===== src/logic/queue_pkg.sv =====
`default_nettype none
package queue_pkg;
  // ********************************************************
  // register map
  // ********************************************************
  localparam logic [11:0] STATION_MATCH_OFS = 12'h02C;
  localparam logic [11:0] QUEUE_SETUP_OFS = 12'hE00;
  localparam logic [11:0] QUEUE_PUSH_OFS = 12'hE20;
  localparam logic [11:0] QUEUE_POP_OFS = 12'hE30;
  localparam logic [11:0] QUEUE_LEVEL_OFS = 12'hE04;
  localparam logic [7:0] STATION_MATCH_RST = 8'h00;
  // ********************************************************
  // queue_setup field positions
  // ********************************************************
  localparam int TX_ON_BIT = 0;
  localparam int RX_ON_BIT = 1;
  localparam int SIZE_LO_BIT = 4;
  localparam int TX_DMA_BIT = 12;
  localparam int RX_DMA_BIT = 13;
  localparam int TX_FLUSH_BIT = 16;
  localparam int RX_FLUSH_BIT = 17;
  localparam logic [1:0] SIZE_16X8 = 2'h0;
  localparam int QUEUE_DEPTH = 16;
  localparam int QUEUE_WIDTH = 8;
  localparam int LVL_LO_BIT = 8;
  localparam int RX_LVL_LO_BIT = 16;
  typedef struct packed {
    logic tx_queue_on;
    logic rx_queue_on;
    logic tx_transfer_request_on;
    logic rx_transfer_request_on;
  } setup_t;
  typedef struct packed {
    logic valid;
    logic [7:0] data;
  } byte_beat_t;
endpackage : queue_pkg
`default_nettype wire


===== src/logic/byte_queue.sv =====
`default_nettype none
module byte_queue
  import queue_pkg::*;
#(
  parameter int DEPTH = QUEUE_DEPTH,
  parameter int AW = $clog2(QUEUE_DEPTH)
)
(
  input wire logic mclk,
  input wire logic reset_n,
  input wire logic flush,
  input wire logic push,
  input wire logic [7:0] push_data,
  input wire logic pop,
  output logic [7:0] pop_data,
  output logic [AW:0] level
);
  logic [7:0] mem [DEPTH];
  logic [AW-1:0] wptr_r;
  logic [AW-1:0] rptr_r;
  logic [AW:0] level_r;
  // full compare at level width: the pointer width cannot hold DEPTH itself
  wire do_push = push && (level_r != (AW+1)'(DEPTH));
  wire do_pop = pop && (level_r != '0);
  assign level = level_r;
  // read data registered; after a pop the next entry shows at the same edge, a byte written to the head shows one cycle later
  always_ff @(posedge mclk)
  begin
    pop_data <= mem[do_pop ? rptr_r + 1'b1 : rptr_r];
    if (do_push)
      mem[wptr_r] <= push_data;
  end
  always_ff @(posedge mclk or negedge reset_n)
  begin
    if (!reset_n)
    begin
      wptr_r <= '0;
      rptr_r <= '0;
      level_r <= '0;
    end
    else if (flush)
    begin
      wptr_r <= '0;
      rptr_r <= '0;
      level_r <= '0;
    end
    else
    begin
      wptr_r <= wptr_r + AW'(do_push);
      rptr_r <= rptr_r + AW'(do_pop);
      level_r <= level_r + (AW+1)'(do_push) - (AW+1)'(do_pop);
    end
  end
endmodule : byte_queue
`default_nettype wire


===== src/logic/serial_queue_regs.sv =====
// Overview of operation
// - eight-bit station match value in bits 7:0, reset zero.
// - compare addresses only when detect and auto-match both set.
// - bit 0 enables transmit queue, resets off.
// - bit 1 enables receive queue, resets off.
// - read-only size field 5:4 reads 0, sixteen 8-bit entries.
// - transmit DMA request while enabled and transmit queue not full.
// - receive DMA bit zero means no receive request.
// - receive DMA request while enabled and receive queue non-empty.
// - flush bits empty their queue, write-only.
`default_nettype none
module serial_queue_regs
  import queue_pkg::*;
(
  input wire logic mclk,
  input wire logic reset_n,
  input wire logic psel,
  input wire logic penable,
  input wire logic pwrite,
  input wire logic [11:0] paddr,
  input wire logic [31:0] pwdata,
  output logic [31:0] prdata,
  output logic pready,
  output logic pslverr,
  input wire logic station_detect_on,
  input wire logic auto_station_match_on,
  input wire logic rx_addr_valid,
  input wire logic [7:0] rx_addr,
  output logic station_hit,
  input wire logic tx_drain,
  output logic [7:0] tx_data,
  output logic tx_data_valid,
  input wire logic rx_fill,
  input wire logic [7:0] rx_fill_data,
  output logic tx_dma_req,
  output logic rx_dma_req
);
  localparam int AW = $clog2(QUEUE_DEPTH);
  // ********************************************************
  // bus decode
  // ********************************************************
  logic [7:0] station_r;
  setup_t setup_r;
  logic [AW:0] tx_lvl;
  logic [AW:0] rx_lvl;
  logic [7:0] tx_head;
  logic [7:0] rx_head;
  wire access = psel && penable;
  wire wr = access && pwrite;
  wire rd = access && !pwrite;
  wire hit_match = paddr == STATION_MATCH_OFS;
  wire hit_setup = paddr == QUEUE_SETUP_OFS;
  wire hit_push = paddr == QUEUE_PUSH_OFS;
  wire hit_pop = paddr == QUEUE_POP_OFS;
  wire hit_level = paddr == QUEUE_LEVEL_OFS;
  wire mapped = hit_match || hit_setup || hit_push || hit_pop || hit_level;
  // two-cycle access phase; pready is a flop so it rises one edge late
  wire take = access && !pready;
  wire tx_full = tx_lvl == (AW+1)'(QUEUE_DEPTH);
  wire tx_flush = take && wr && hit_setup && pwdata[TX_FLUSH_BIT];
  wire rx_flush = take && wr && hit_setup && pwdata[RX_FLUSH_BIT];
  // pushes dropped while a queue is off: disabled queue takes no data
  wire tx_push = take && wr && hit_push && setup_r.tx_queue_on;
  wire rx_push = rx_fill && setup_r.rx_queue_on;
  wire rx_pop = take && rd && hit_pop;
  wire tx_pop = tx_drain && tx_lvl != '0;
  function automatic logic [31:0] setup_word(input setup_t s);
    logic [31:0] w;
    w = 32'h0000_0000;
    w[TX_ON_BIT] = s.tx_queue_on;
    w[RX_ON_BIT] = s.rx_queue_on;
    w[SIZE_LO_BIT +: 2] = SIZE_16X8;
    w[TX_DMA_BIT] = s.tx_transfer_request_on;
    w[RX_DMA_BIT] = s.rx_transfer_request_on;
    return w;
  endfunction : setup_word
  wire [31:0] rd_mux = hit_match ? {24'h000000, station_r} :
    hit_setup ? setup_word(setup_r) :
    hit_pop ? {24'h000000, rx_head} :
    hit_level ? {11'h000, 5'(rx_lvl), 3'h0, 5'(tx_lvl), 8'h00} : 32'h0000_0000;
  // ********************************************************
  // queues
  // ********************************************************
  byte_queue #(.DEPTH(QUEUE_DEPTH), .AW(AW)) u_txq (
    .mclk(mclk), .reset_n(reset_n), .flush(tx_flush || !setup_r.tx_queue_on),
    .push(tx_push), .push_data(pwdata[7:0]), .pop(tx_pop),
    .pop_data(tx_head), .level(tx_lvl));
  byte_queue #(.DEPTH(QUEUE_DEPTH), .AW(AW)) u_rxq (
    .mclk(mclk), .reset_n(reset_n), .flush(rx_flush || !setup_r.rx_queue_on),
    .push(rx_push), .push_data(rx_fill_data), .pop(rx_pop),
    .pop_data(rx_head), .level(rx_lvl));
  // ********************************************************
  // registers
  // ********************************************************
  always_ff @(posedge mclk or negedge reset_n)
  begin
    if (!reset_n)
    begin
      station_r <= STATION_MATCH_RST;
      setup_r <= '0;
      pready <= 1'b0;
      pslverr <= 1'b0;
      prdata <= 32'h0000_0000;
      station_hit <= 1'b0;
      tx_dma_req <= 1'b0;
      rx_dma_req <= 1'b0;
      tx_data <= 8'h00;
      tx_data_valid <= 1'b0;
    end
    else
    begin
      pready <= take;
      pslverr <= take && !mapped;
      prdata <= (take && rd) ? rd_mux : prdata;
      if (take && wr && hit_match)
        station_r <= pwdata[7:0];
      if (take && wr && hit_setup)
      begin
        setup_r.tx_queue_on <= pwdata[TX_ON_BIT];
        setup_r.rx_queue_on <= pwdata[RX_ON_BIT];
        setup_r.tx_transfer_request_on <= pwdata[TX_DMA_BIT];
        setup_r.rx_transfer_request_on <= pwdata[RX_DMA_BIT];
      end
      station_hit <= rx_addr_valid && station_detect_on && auto_station_match_on
        && rx_addr == station_r;
      tx_dma_req <= setup_r.tx_transfer_request_on && setup_r.tx_queue_on
        && !tx_full;
      rx_dma_req <= setup_r.rx_transfer_request_on && rx_lvl != '0;
      tx_data_valid <= tx_pop;
      tx_data <= tx_pop ? tx_head : tx_data;
    end
  end
endmodule : serial_queue_regs
`default_nettype wire


===== config.mk =====
export PLATFORM = sky130hd
export DESIGN_NAME = serial_queue_regs
export DESIGN_NICKNAME = d
export VERILOG_FILES = /design/src/logic/queue_pkg.sv /design/src/logic/byte_queue.sv /design/src/logic/serial_queue_regs.sv
export SDC_FILE = /design/constraint.sdc
export NUM_CORES = 1
export LEC_CHECK = 0
export BUFFER_PORTS_ARGS = -buffer_cell sky130_fd_sc_hd__buf_4
export CORE_UTILIZATION = 60
export CTS_BUF_LIST = sky130_fd_sc_hd__clkbuf_4
export CTS_CLUSTER_DIAMETER = 150
export DETAILED_ROUTE_END_ITERATION = 8
export PLACE_DENSITY = 0.81
export SLEW_MARGIN = 20
export SYNTH_ARGS = -nofsm -noshare
export SYNTH_HDL_FRONTEND = slang
export SYNTH_SLANG_ARGS = --single-unit

===== constraint.sdc =====
create_clock -name mclk -period 4.29 [get_ports mclk]
set_clock_uncertainty 0.15 [all_clocks]
set_input_delay 0.429 -clock mclk [delete_from_list [all_inputs] [get_ports mclk]]
set_output_delay 0.429 -clock mclk [all_outputs]
set_load 0.1 [all_outputs]

# Word level (Yosys, flattened, before mapping)
# Memories as Yosys holds them, arrays and structs flattened. A register that Yosys moved wholly into a read port is not among the register bits.
# Index checks and enable logic that the tools add are counted.
# word_totals
ff_bits	84
mem_bits_rw	256
in_bits	70
output_inout_bits	46
elab_cells	96
memories	2
# mem_list
name	depth	width	read_ports	rd_clocked_by_memory_dff	write_ports	line_no	text
u_rxq.mem	16	8	1	1	1	byte_queue.sv:18	logic [7:0] mem [DEPTH];
u_txq.mem	16	8	1	1	1	byte_queue.sv:18	
# classes
n_addsub	10
n_eq_ne	9
n_mux	16
reduce_logical	40
# ops
cell	count
$mux 21	4
$eq 12x12->1 const B	4
$logic_and 1x1->1	26
$mux 4	6
$add 4x1->4	4
$eq 12x6->1 const B	1
$add 5x1->5	2
$mux 5	2
$ne 5x5->1 const B	2
$reduce_bool 5->1	2
$sub 5x1->5	2
$add 4x1->4 const B	2
$eq 8x8->1	1
$logic_not 1->1	6
$logic_or 1x1->1	6
$eq 5x5->1 const B	1
$mux 1	4

# Logic depth before layout (Yosys ltp)
# Gate-level depths: netlist (run 1).
# depth
word_depth	9
ltp_mapped	18
ltp_nobuf	17

# Hierarchy
# Synthesis (run 1) repeated with hierarchy kept, for this count alone.
# unflattened
hier_cells	981
area_unflattened_um2	14789.2
# by_module_without_submodules
module	n_inst	cells_each	area_per_inst_um2	seq_area_each_um2
byte_queue at u_rxq	1	445	6551.3	4329.2
byte_queue at u_txq	1	356	6090.8	4329.2
serial_queue_regs	1	180	2147.1	1126.1

# Worst setup path after synthesis (run 1)
# No wires, ideal clock.
# synth_timing
path_type	register to register
start	reg pready
end	reg u_rxq.pop_data[6], read port of u_rxq.mem
setup_ns	0.121
t_arrival_ns	3.182
t_required_ns	4.019
setup_slack_ns	0.837
stages_incl_launch_ff	14
path_buffers	5
period_less_slack_ns	3.453
path_cell_list	dfrtp_1 -> nand4bb_1 -> clkbuf_1 -> nor2_4 -> nand2_4 -> clkinv_4 -> buf_12 -> ha_1 -> clkbuf_1 -> clkbuf_1 -> clkbuf_1 -> o22ai_1 -> a21boi_1 -> nand3_1
# synth_via
elab_chain_len	6
# synth_lines
element	line_no	text
start, declared	serial_queue_regs.sv:23	output logic pready,
start signal, assigned	serial_queue_regs.sv:112	pready <= take;
$logic_not 1->1	serial_queue_regs.sv:58	wire take = access && !pready;
$logic_and 1x1->1	serial_queue_regs.sv:58	
$logic_and 1x1->1 (2 in series)	serial_queue_regs.sv:65	wire rx_pop = take && rd && hit_pop;
$logic_and 1x1->1	byte_queue.sv:24	wire do_pop = pop && (level_r != '0);
$mux 4	byte_queue.sv:29	pop_data <= mem[do_pop ? rptr_r + 1'b1 : rptr_r];
end, declared	byte_queue.sv:15	output logic [7:0] pop_data,
# No other way between the ends.
# A chain may end at the register's enable or synchronous reset.

# Worst setup path in the final report (run 1)
# layout_timing
start	in penable
end	mem u_txq.mem[4][3] (enable)
# layout_via
elab_chain_len	8
word_cells_on_any_way	9
cone_classes	2 x mux; 7 x reduce/logical
# layout_lines
element	line_no	text
start, declared	serial_queue_regs.sv:18	input wire logic penable,
$logic_and 1x1->1	serial_queue_regs.sv:48	wire access = psel && penable;
$logic_and 1x1->1	serial_queue_regs.sv:58	
via take	serial_queue_regs.sv:58	
$logic_and 1x1->1 (3 in series)	serial_queue_regs.sv:63	wire tx_push = take && wr && hit_push && setup_r.tx_queue_on;
$logic_and 1x1->1	byte_queue.sv:23	wire do_push = push && (level_r != (AW+1)'(DEPTH));
$mux 1	byte_queue.sv:30	if (do_push)
$mux 1 (not written as such)	byte_queue.sv:31	mem[wptr_r] <= push_data;
end, declared	byte_queue.sv:18	
# The timed path passes the listed nets, and every way through them passes these cells.

==> out/metrics.yaml, run 1 <==
global_route:
  grt_pass1_vias: 8986
  overflow: 0
  grt_max_degree: 72
  grt_util_all_layers_pct: 26.0
  grt_pass1_wl_um: 47700
  antenna_found_initial: 1
logic_synthesis:
  synthTopCellsByArea: "edfxtp_1 53%, dfrtp_1 12%, mux2i_1 4.5%"
  synth.distinct_cells: 72
  seq_area_frac_synth_pct: 67.7
  yosysMostFrequentCell: "edfxtp_1"
  synth_flop_cell: "edfxtp_1"
  ys_ff_latch: 343
  synth_top_area_share_pct: 53.2
  synth_common_cells: "256 x edfxtp_1, 71 x dfrtp_1, 68 x nand2_1, 65 x mux2i_1, 62 x nor2_1"
  synth_area_sq_um: 14400
  synth-async-reset-ratio_pct: 20.7
  yosys_warnings: 0
  synth-edff-count: 256
  netlist_instances: 989
  synth_top_cell_by_area: "edfxtp_1"
  postSynthAreaPerCell_sq_um: 14.6
floorplanning:
  die_y_um: 157
  num_rows: 56
  die_area_sq_um: 24700
  start_util_pct: 61.4
  die_w_um: 157
  core_area_sq_um: 23500
  io_pins: 116
routing:
  drtIter0Drc: 835
  avgRoutedWirePerCell_um: 20.3
  dr.pass1.iters: 8
  ant_nets: 0
  routed_wl_um: 31500
  drc: 0
  vias_per_cell: 5.90
  dr_total_vias: 9160
setup_path:
  path_cells: "dlygate4sd3_1 > buf_4 > nand2_1 > dlygate4sd3_1 > nor2_1 > nand2_1 > nor4b_2 > nor2b_1 > nor2b_1 > nor2b_1"
  cp.arrival_ps: 3750
  cp_top_family: "simple AND/OR/NAND/NOR gates"
  critPathBufInv: 3
  crit_slowest_cell: "nor2b_1"
  cp_common_cell: "nor2b_1"
  crit_type: "primary input to register"
  worst_path_largest_cell_delay_ps: 660
  path_max_fanout: 8
  required_ps: 4430
  end_kind: "register"
  startpoint_type: "primary input"
cells_and_area:
  final_core_util_pct: 71.3
  seq_area_sq_um: 9780
  stdcell_count: 1553
  drive_gt1_share_pct: 23.5
  n_fill_cell: 1492
  synthToLayoutAreaGrowth_pct: 16.2
  nets: 1259
  multi_input_area_sq_um: 4290
clocking:
  clk-insertion-delay-late_ps: 720
  cts_num_sinks: 343
  clkTransAtPathRegs_ps: 70
  cts_made_buffers: 84
  clockRootBuffer: "clkbuf_4"
  cts_tree: "yes"
  cts_max_level: 3
  cts_buffer_depth: 3
timing:
  rsz0062_at_grt: "no"
  min_period_ps: 3610
  finalHoldViolCount: 0
  finalSetupViolCount: 0
  worst_pin_slew_ps: 1020
  totalNegativeSetupSlack_ps: 0
  max_freq_ghz: 0.277
  slew_viol_final: 0
  slew_headroom_pct: 31.0
  period_share_pct: 84.2
place:
  place.gp.congestion: 0.864
  dpl.hpwl_um: 19800
  placedCellCount: 1366
  numPortBuffers: 82
run:
  cap_violations: 0
pwr:
  finalPower_mw: 6.52
  power.density_nw_per_um2: 388
  leakagePower_nw: 6.57
  peakVddDrop_mv: 0.291
worst_hold_path:
  hold_path_class: "primary input to register"
status:
  run_status: "complete, no violations"
where the power goes:
group	switching [mW]	internal, mW	total (mW)
combinational	0.198	0.0697	0.267
clock	1.30	1.37	2.67
sequential	0.00573	3.57	3.58
total	1.50	5.02	6.52
layout make-up:
class / count / area share [%]
flip-flops and latches: 343 / 58.3
multi-input cells: 575 / 25.6
repair buffers: 139 / 6.77
clock buffers: 120 / 5.37
well taps: 319 / 2.38
clock inverters: 34 / 1.11
inverters: 22 / 0.522
diodes: 1 / 0.0149
stage by stage:
stage	setup WS, ps	area [sq um]	hold WS [ps]
2_1_floorplan	837	14500	-16.6
3_3_place_gp	742	15400	295
3_5_place_dp	677	15400	296
4_1_cts	736	16800	22.1
5_1_grt	466	16800	70.8
6_report	677	16800	56.2
kinds of logic (layout without fill, tap and decap cells):
group	count (synthesis)	in the layout	share of synthesized area, %
buffers and inverters	83	315	3.02
multiplexers	109	109	9.03
other	1	14	0.0260
AO/OA/AOI/OAI	162	162	7.80
flip-flops	343	343	67.7
AND/OR/NAND/NOR	240	240	8.56
XOR/XNOR	27	27	1.64
adder cells (fa/ha/maj)	24	24	2.18
placed cells by master, fill, tap and decap left out, drive strengths merged, types with 23 or more instances in the layout:
cell type,synthesis,layout
mux2i,65,65
inv,21,25
mux2,30,30
clkbuf,26,120
clkinv,1,29
nor2,63,63
nand2,70,70
dfrtp,71,71
buf,35,107
edfxtp,256,256
dlygate4sd3,0,32
o21ai,26,26
a211o,23,23
registers in the layout, indices dropped and copies added, names as in the netlist, 4 cells and up:
name and flops:
setup_r 4, u_txq.level 5, prdata 19, u_rxq.pop_data 8, tx_data 8, u_txq.mem 128, u_rxq.mem 128, station_r 8
u_txq.rptr_r 4, u_txq.wptr_r 4, u_txq.pop_data 8, u_rxq.level 5, u_rxq.wptr_r 4, u_rxq.rptr_r 4
path summary, 6_finish.rpt:
path                       cells past startpoint                   endpoint                 startpoint  slack [ps]
max                                           10  u_txq.mem[4][3]$_DFFE_PP_                    penable         680
min                                            5     prdata[13]$_DFFE_PN0P_                     pwrite          60
min reg2reg                                    1     tx_data[3]$_DFFE_PN0P_  u_txq.pop_data[3]$_DFF_P_         300
max in group asynchronous                      2   u_txq.level[2]$_DFF_PN0_                    reset_n        3140
max reg2reg                                   15  u_rxq.pop_data[6]$_DFF_P_   u_rxq.level[3]$_DFF_PN0_         740
min in group asynchronous                      2   u_rxq.level[2]$_DFF_PN0_                    reset_n         230
timing repair:
action                    CTS  global route
hold buffers               32             0
buffers inserted            0             0
gates resized for setup     0             0
hold endpoints to repair  344             0
layer usage:
| layer | wire (um) | global-route usage (%) | vias to the layer above |
|---|---|---|---|
| met5 | 0 | 0 | - |
| met4 | 573 | 8.92 | 0 |
| met3 | 2790 | 5.92 | 56 |
| met2 | 15400 | 42.5 | 424 |
| met1 | 12800 | 34.6 | 4519 |
| li1 | - | - | 4161 |
worst reg2reg max path: cells and delay by family (launching register included):
family	cells	cell delay, ps
AO/OA/AOI/OAI	3	330
adder cells (fa/ha/maj)	2	520
buffers and inverters	3	760
flip-flops	1	390
AND/OR/NAND/NOR	7	1260
Note: power is estimated with default switching activity, not from simulation.
==> run 2: changes to the inputs <==
--- a/config.mk
+++ b/config.mk
@@ -6,11 +6,11 @@
 export NUM_CORES = 1
 export LEC_CHECK = 0
 export BUFFER_PORTS_ARGS = -buffer_cell sky130_fd_sc_hd__buf_4
-export CORE_UTILIZATION = 60
+export CORE_UTILIZATION = 56
 export CTS_BUF_LIST = sky130_fd_sc_hd__clkbuf_4
 export CTS_CLUSTER_DIAMETER = 150
 export DETAILED_ROUTE_END_ITERATION = 8
-export PLACE_DENSITY = 0.81
+export PLACE_DENSITY = 0.79
 export SLEW_MARGIN = 20
 export SYNTH_ARGS = -nofsm -noshare
 export SYNTH_HDL_FRONTEND = slang
==> constraint.sdc (replaced) <==
create_clock -name mclk -period 3.05 [get_ports mclk]
set_clock_uncertainty 0.15 [all_clocks]
set_input_delay 0.305 -clock mclk [delete_from_list [all_inputs] [get_ports mclk]]
set_output_delay 0.305 -clock mclk [all_outputs]
set_load 0.1 [all_outputs]
==> run 2 against run 1 <==
Compared with the run above:
- cell area up 3.7%
- register-to-register slack worse by 600 ps
- clock-buffer cell count grew 12
- clock power rose by 48%
- via count increased by 3.1%
- flip-flop and latch count unchanged
- total power is 44% higher
- largest cell class unchanged
==> out/metrics.yaml, run 2 (synthesized netlist as in run 1, its figures left out) <==
setup_path:
  cp_common_cell: "nor2_1"
  required_ps: 3460
  path_cells: "dlygate4sd3_1 > buf_4 > nand2_1 > dlygate4sd3_1 > nor2_2 > nand2_2 > nor4b_4 > ha_2 > inv_1 > fa_1 > inv_1 > a21oi_1 > nor2_1 > nor2_1 > xnor2_1 > nor2_1"
  cp.arrival_ps: 3400
  critPathBufInv: 5
  end_kind: "register"
  crit_type: "primary input to register"
  cp_top_family: "buffers and inverters"
  path_max_fanout: 3
  crit_slowest_cell: "dlygate4sd3_1"
  worst_path_largest_cell_delay_ps: 560
  startpoint_type: "primary input"
routing:
  vias_per_cell: 5.83
  dr.pass1.iters: 5
  drtIter0Drc: 894
  drc: 0
  dr_total_vias: 9447
  routed_wl_um: 32800
  ant_nets: 0
  avgRoutedWirePerCell_um: 20.3
global_route:
  grt_max_degree: 72
  overflow: 0
  grt_util_all_layers_pct: 25.3
  grt_pass1_vias: 9636
  antenna_found_initial: 2
  grt_pass1_wl_um: 50600
timing:
  finalSetupViolCount: 0
  worst_pin_slew_ps: 890
  min_period_ps: 2990
  finalHoldViolCount: 0
  rsz0062_at_grt: "yes"
  worst_slack_ps: 60.2
  max_freq_ghz: 0.334
  period_share_pct: 98.0
  slew_headroom_pct: 40.7
  slew_viol_final: 0
worst_hold_path:
  hold_path_class: "primary input to register"
cells_and_area:
  final_common_cell: "edfxtp_1"
  stdcell_count: 1621
  multi_input_area_sq_um: 4340
  synthToLayoutAreaGrowth_pct: 20.6
  seq_area_sq_um: 9790
  n_fill_cell: 1634
  drive_gt1_share_pct: 27.8
  nets: 1317
  top_regs: "u_rxq.mem (128), u_txq.mem (128), prdata (19)"
  final_cell_mix: "256 x edfxtp_1, 150 x buf_4, 132 x clkbuf_4"
floorplanning:
  die_w_um: 163
  die_area_sq_um: 26400
  core_area_sq_um: 25300
  num_rows: 58
  start_util_pct: 57.2
  die_y_um: 163
  io_pins: 116
pwr:
  power_frac_seq_pct: 53.8
  switching_share_pct: 22.4
  pwr-share-clk_pct: 42.1
  p_comb_share_pct: 4.1
  power.density_nw_per_um2: 538
  p_int_mw: 7.27
  leakagePower_nw: 6.95
  peakVddDrop_mv: 0.409
  p_sw_mw: 2.09
clocking:
  clkTransAtPathRegs_ps: 60
  clk-insertion-delay-late_ps: 720
  cts_tree: "yes"
  cts_num_sinks: 343
  clockRootBuffer: "clkbuf_4"
  cts_buffer_depth: 3
  cts_max_level: 3
  cts_made_buffers: 86
run:
  cap_violations: 0
place:
  dpl.hpwl_um: 20800
  numPortBuffers: 82
  placedCellCount: 1418
  pre_cts_ws_ps: 65.7
  place.gp.congestion: 0.820
status:
  run_status: "complete, no violations"
run 2: cell types whose count changed in the layout (fill, tap and decap cells not counted), sizes merged:
cell,previous run,this run
buf,107,156
clkbuf,120,132
clkinv,29,18
dlygate4sd3,32,39
inv,25,21
diode,1,3
bufinv,1,2
clkinvlp,1,2
run 2: cell type report:
class | count | area share, %
Sequential cell | 343 | 56.2
Multi-Input combinational cell | 575 | 24.9
Timing Repair Buffer | 195 | 9.40
Clock buffer | 132 | 5.69
Tap cell | 330 | 2.37
Clock inverter | 21 | 0.884
Inverter | 22 | 0.503
Antenna cell | 3 | 0.0431
run 2: metrics by stage:
| stage | utilization, % | cell area, sq um | hold slack, ps | setup TNS [ps] | power (mW) |
|---|---|---|---|---|---|
| after global placement | 62.4 | 15800 | 295 | 0 | 5.48 |
| after floorplan | - | 14500 | -141 | 0 | 5.33 |
| final | 69.0 | 17400 | 46.3 | 0 | 9.37 |
| after detailed placement | 62.4 | 15800 | 302 | 0 | 5.48 |
| after CTS | 68.5 | 17300 | 1.15 | 0 | 9.43 |
| after global routing | 69.0 | 17400 | 40.6 | -136 | 9.70 |
run 2: worst min-delay path, stage by stage:
cell,delay (ps)
buf_4,120
nor4bb_1,140
buf_4,170
nor2_1,80
nor2_1,50
run 2: per-layer routing:
metal	share of wire, %	vias up	global-route usage [%]
li1	-	4278	-
met1	40	4618	32.8
met2	48	476	41.2
met3	8.8	75	6.37
met4	2.5	0	9.94
met5	0	-	0
run 2: final timing paths:
check	endpoint	cells after the start	startpoint	slack, ps
max	u_txq.level[4]$_DFF_PN0_	16	penable	60
min	prdata[6]$_DFFE_PN0P_	5	psel	50
max reg2reg	u_rxq.pop_data[5]$_DFF_P_	13	u_rxq.level[3]$_DFF_PN0_	140
min reg2reg	tx_data[1]$_DFFE_PN0P_	1	u_txq.pop_data[1]$_DFF_P_	310
max in group asynchronous	pready$_DFF_PN0_	2	reset_n	1990
min in group asynchronous	u_rxq.wptr_r[0]$_DFF_PN0_	2	reset_n	110
run 2: timing repair:
action / 4_1_cts / 5_1_grt
setup buffers: 0 / 8
setup endpoints to repair: 0 / 38
endpoints found under the hold margin: 363 / 0
hold buffers: 39 / 0
gates resized for setup: 0 / 13
run 2: power by group through the flow:
| stage | clock network [mW] | registers [mW] | logic [mW] |
|---|---|---|---|
| after floorplan | 0 | 5.22 | 0.113 |
| after global placement | 0 | 5.14 | 0.340 |
| after detailed placement | 0 | 5.14 | 0.344 |
| after CTS | 4.01 | 5.04 | 0.379 |
| after global routing | 4.26 | 5.04 | 0.402 |
| final | 3.94 | 5.04 | 0.385 |
==> run 3: changes to the inputs <==
--- a/config.mk
+++ b/config.mk
@@ -14,4 +14,5 @@
 export SLEW_MARGIN = 20
 export SYNTH_ARGS = -nofsm -noshare
 export SYNTH_HDL_FRONTEND = slang
+export SYNTH_HIERARCHICAL = 1
 export SYNTH_SLANG_ARGS = --single-unit
==> run 3 against run 2 <==
Compared with the run above:
- the flow now finishes with violations (negative setup slack)
- final cell count increased by 2.3%
- maximum frequency is 8.1% lower
- global-route usage is 0.85 points higher
- register-to-register slack lost 340 ps
- non-clock buffer count grew 44
- clock-buffer cell count decreased by 17
- critical path type is now register to register
- critical endpoint is now u_rxq/pop_data[6]$_DFF_P_
==> out/metrics.yaml, run 3 <==
status:
  run_status: "finished, violations left"
  violations: "negative setup slack"
place:
  pre_cts_ws_ps: -314
  place_area_sq_um: 16500
  dpl.hpwl_um: 21700
  place.gp.congestion: 0.833
  numPortBuffers: 82
setup_path:
  crit_type: "register to register"
  required_ps: 3430
  cp-endpoint: "u_rxq/pop_data[6]$_DFF_P_"
  cp-startpoint: "pready$_DFF_PN0_"
  r2r-start: "pready$_DFF_PN0_"
  path_max_fanout: 9
  timing.rr.end: "u_rxq/pop_data[6]$_DFF_P_"
  path_cells: "or4bb_4 > nor4_4 > buf_4 > nand2_8 > buf_12 > mux2i_4 > buf_12 > buf_4 > mux2i_1 > o22ai_1 > or4_1"
  startpoint_type: "register"
  reg2reg_depth: 11
  end_kind: "register"
  worst_path_largest_cell_delay_ps: 550
  reg2reg_slack_ps: -200
  cp.arrival_ps: 3640
  crit_slowest_cell: "or4bb_4"
logic_synthesis:
  synth_flop_cell: "edfxtp_1"
  ys_ff_latch: 343
  seq_area_frac_synth_pct: 66.2
  synthTopCellsByArea: "edfxtp_1 52%, dfrtp_1 12%, mux2i_1 5.1%"
  netlist_instances: 981
  synth_common_cells: "256 x edfxtp_1, 76 x mux2i_1, 71 x dfrtp_1, 50 x nand2_1, 47 x nor2_1"
  yosysMostFrequentCell: "edfxtp_1"
  synth_area_sq_um: 14800
  postSynthAreaPerCell_sq_um: 15.1
  synth_top_area_share_pct: 52.0
  synth.distinct_cells: 71
  synth-edff-count: 256
  synth-async-reset-ratio_pct: 20.7
  yosys_warnings: 6
  synth_top_cell_by_area: "edfxtp_1"
global_route:
  grt_util_all_layers_pct: 26.2
  grt_pass1_wl_um: 52500
  grt_max_degree: 72
  antenna_found_initial: 1
  overflow: 0
  grt_pass1_vias: 9814
floorplanning:
  die_y_um: 165
  num_rows: 59
  die_w_um: 165
  die_area_sq_um: 27100
  start_util_pct: 56.9
  core_area_sq_um: 26000
  io_pins: 116
routing:
  routed_wl_um: 34600
  ant_nets: 0
  drtIter0Drc: 820
  vias_per_cell: 5.79
  avgRoutedWirePerCell_um: 20.8
  dr_total_vias: 9609
  drc: 0
  dr.pass1.iters: 5
timing:
  worst_slack_ps: -203
  slew_headroom_pct: 38.5
  min_period_ps: 3250
  totalNegativeSetupSlack_ps: -1230
  finalHoldViolCount: 0
  max_freq_ghz: 0.307
  rsz0062_at_grt: "yes"
  holdWs_ps: 70.1
  period_share_pct: 107
  slew_viol_final: 0
  finalSetupViolCount: 18
  worst_pin_slew_ps: 919
pwr:
  peakVddDrop_mv: 0.439
  leakagePower_nw: 7.12
  finalPower_mw: 9.26
  power.density_nw_per_um2: 505
clocking:
  cts_tree: "yes"
  cts_num_sinks: 343
  cts_max_level: 3
  clkTransAtPathRegs_ps: 70
  cts_made_buffers: 84
  clockRootBuffer: "clkbuf_4"
  clk-insertion-delay-late_ps: 710
  cts_buffer_depth: 3
cells_and_area:
  final_area_sq_um: 18300
  final_cell_mix: "256 x edfxtp_1, 186 x buf_4, 115 x clkbuf_4"
  top_regs: "u_rxq/mem (128), u_txq/mem (128), prdata (19)"
  synthToLayoutAreaGrowth_pct: 24.0
  drive_gt1_share_pct: 33.7
  nets: 1351
  final_common_cell: "edfxtp_1"
run:
  cap_violations: 0
worst_hold_path:
  hold_path_class: "primary input to register"
==> run 3: cell types whose count changed after synthesis, moves of 17 or more <==
cell / change
and3_1: -19
o21ai_0: -19
nand2b_1: +32
a211o_1: -23
nand2_1: -18
a22o_1: +17
==> run 3: critical path, delay by kind of cell, from the launching register on <==
family                 cells  cell delay [ps]
muxes                      2              430
DFF                        1              470
AOI/OAI and AO/OA          1              130
buffers and inverters      4              620
and+or+nand+nor            4             1280
==> run 3: what timing repair did <==
| action | CTS | global route |
|---|---|---|
| hold buffers | 37 | 0 |
| hold endpoints to repair | 369 | 0 |
| setup buffers | 5 | 8 |
| resized for setup | 9 | 41 |
| endpoints found under the setup margin | 19 | 20 |
| pin swaps | 7 | 21 |
==> run 3: how the worst min path moves through the flow <==
stage / depth (start not counted) / from / end / slack, ps
6_report: 5 / paddr[0] / prdata[1]$_DFFE_PN0P_ / 70
5_1_grt: 5 / paddr[0] / prdata[1]$_DFFE_PN0P_ / 50
4_1_cts: 5 / paddr[0] / prdata[1]$_DFFE_PN0P_ / 20
3_5_place_dp: 1 / u_txq/pop_data[2]$_DFF_P_ / tx_data[2]$_DFFE_PN0P_ / 300
3_3_place_gp: 1 / u_txq/pop_data[5]$_DFF_P_ / tx_data[5]$_DFFE_PN0P_ / 290
2_1_floorplan: 0 / reset_n / prdata[0]$_DFFE_PN0P_ / -140
==> run 3: through the flow <==
stage | utilization (%) | instances
2_1_floorplan | - | 993
3_3_place_gp | 63.5 | 1456
3_5_place_dp | 63.6 | 1456
4_1_cts | 69.7 | 1650
5_1_grt | 70.6 | 1659
6_report | 70.6 | 1659
==> run 3: layer usage <==
layer	track usage [%]	routed length, um	up-vias
li1	-	-	4384
met1	30.8	12900	4738
met2	46.4	18300	410
met3	5.37	2340	77
met4	11.3	1040	0
met5	0	0	-
==> run 3: cells by family after synthesis <==
family                     after synthesis  share of synthesized area [%]
adders and majority gates               24                           2.13
and+or+nand+nor                        226                           8.70
other                                    1                         0.0254
xor gates and xnor gates                24                           1.42
muxes                                  126                           11.2
buffers and inverters                   87                           2.93
DFF                                    343                           66.2
AOI/OAI and AO/OA                      150                           7.45
==> run 3: report_power, final <==
| group | internal [mW] | switching, mW | leakage [nW] | total [mW] |
|---|---|---|---|---|
| Clock | 2.11 | 1.84 | 0.658 | 3.96 |
| Combinational | 0.0882 | 0.199 | 3.03 | 0.287 |
| Sequential | 5.02 | 0.000925 | 3.42 | 5.02 |
| Total | 7.22 | 2.04 | 7.12 | 9.26 |
==> run 3: layout make-up <==
cell class | instances | area (sq um)
antenna | 1 | 2.50
clock buffer | 115 | 863
clock inverter | 37 | 269
fill | 1693 | 7640
inverter | 26 | 108
multi-input combinational | 563 | 4850
sequential | 343 | 9790
tap | 335 | 419
timing repair buffer | 239 | 2040
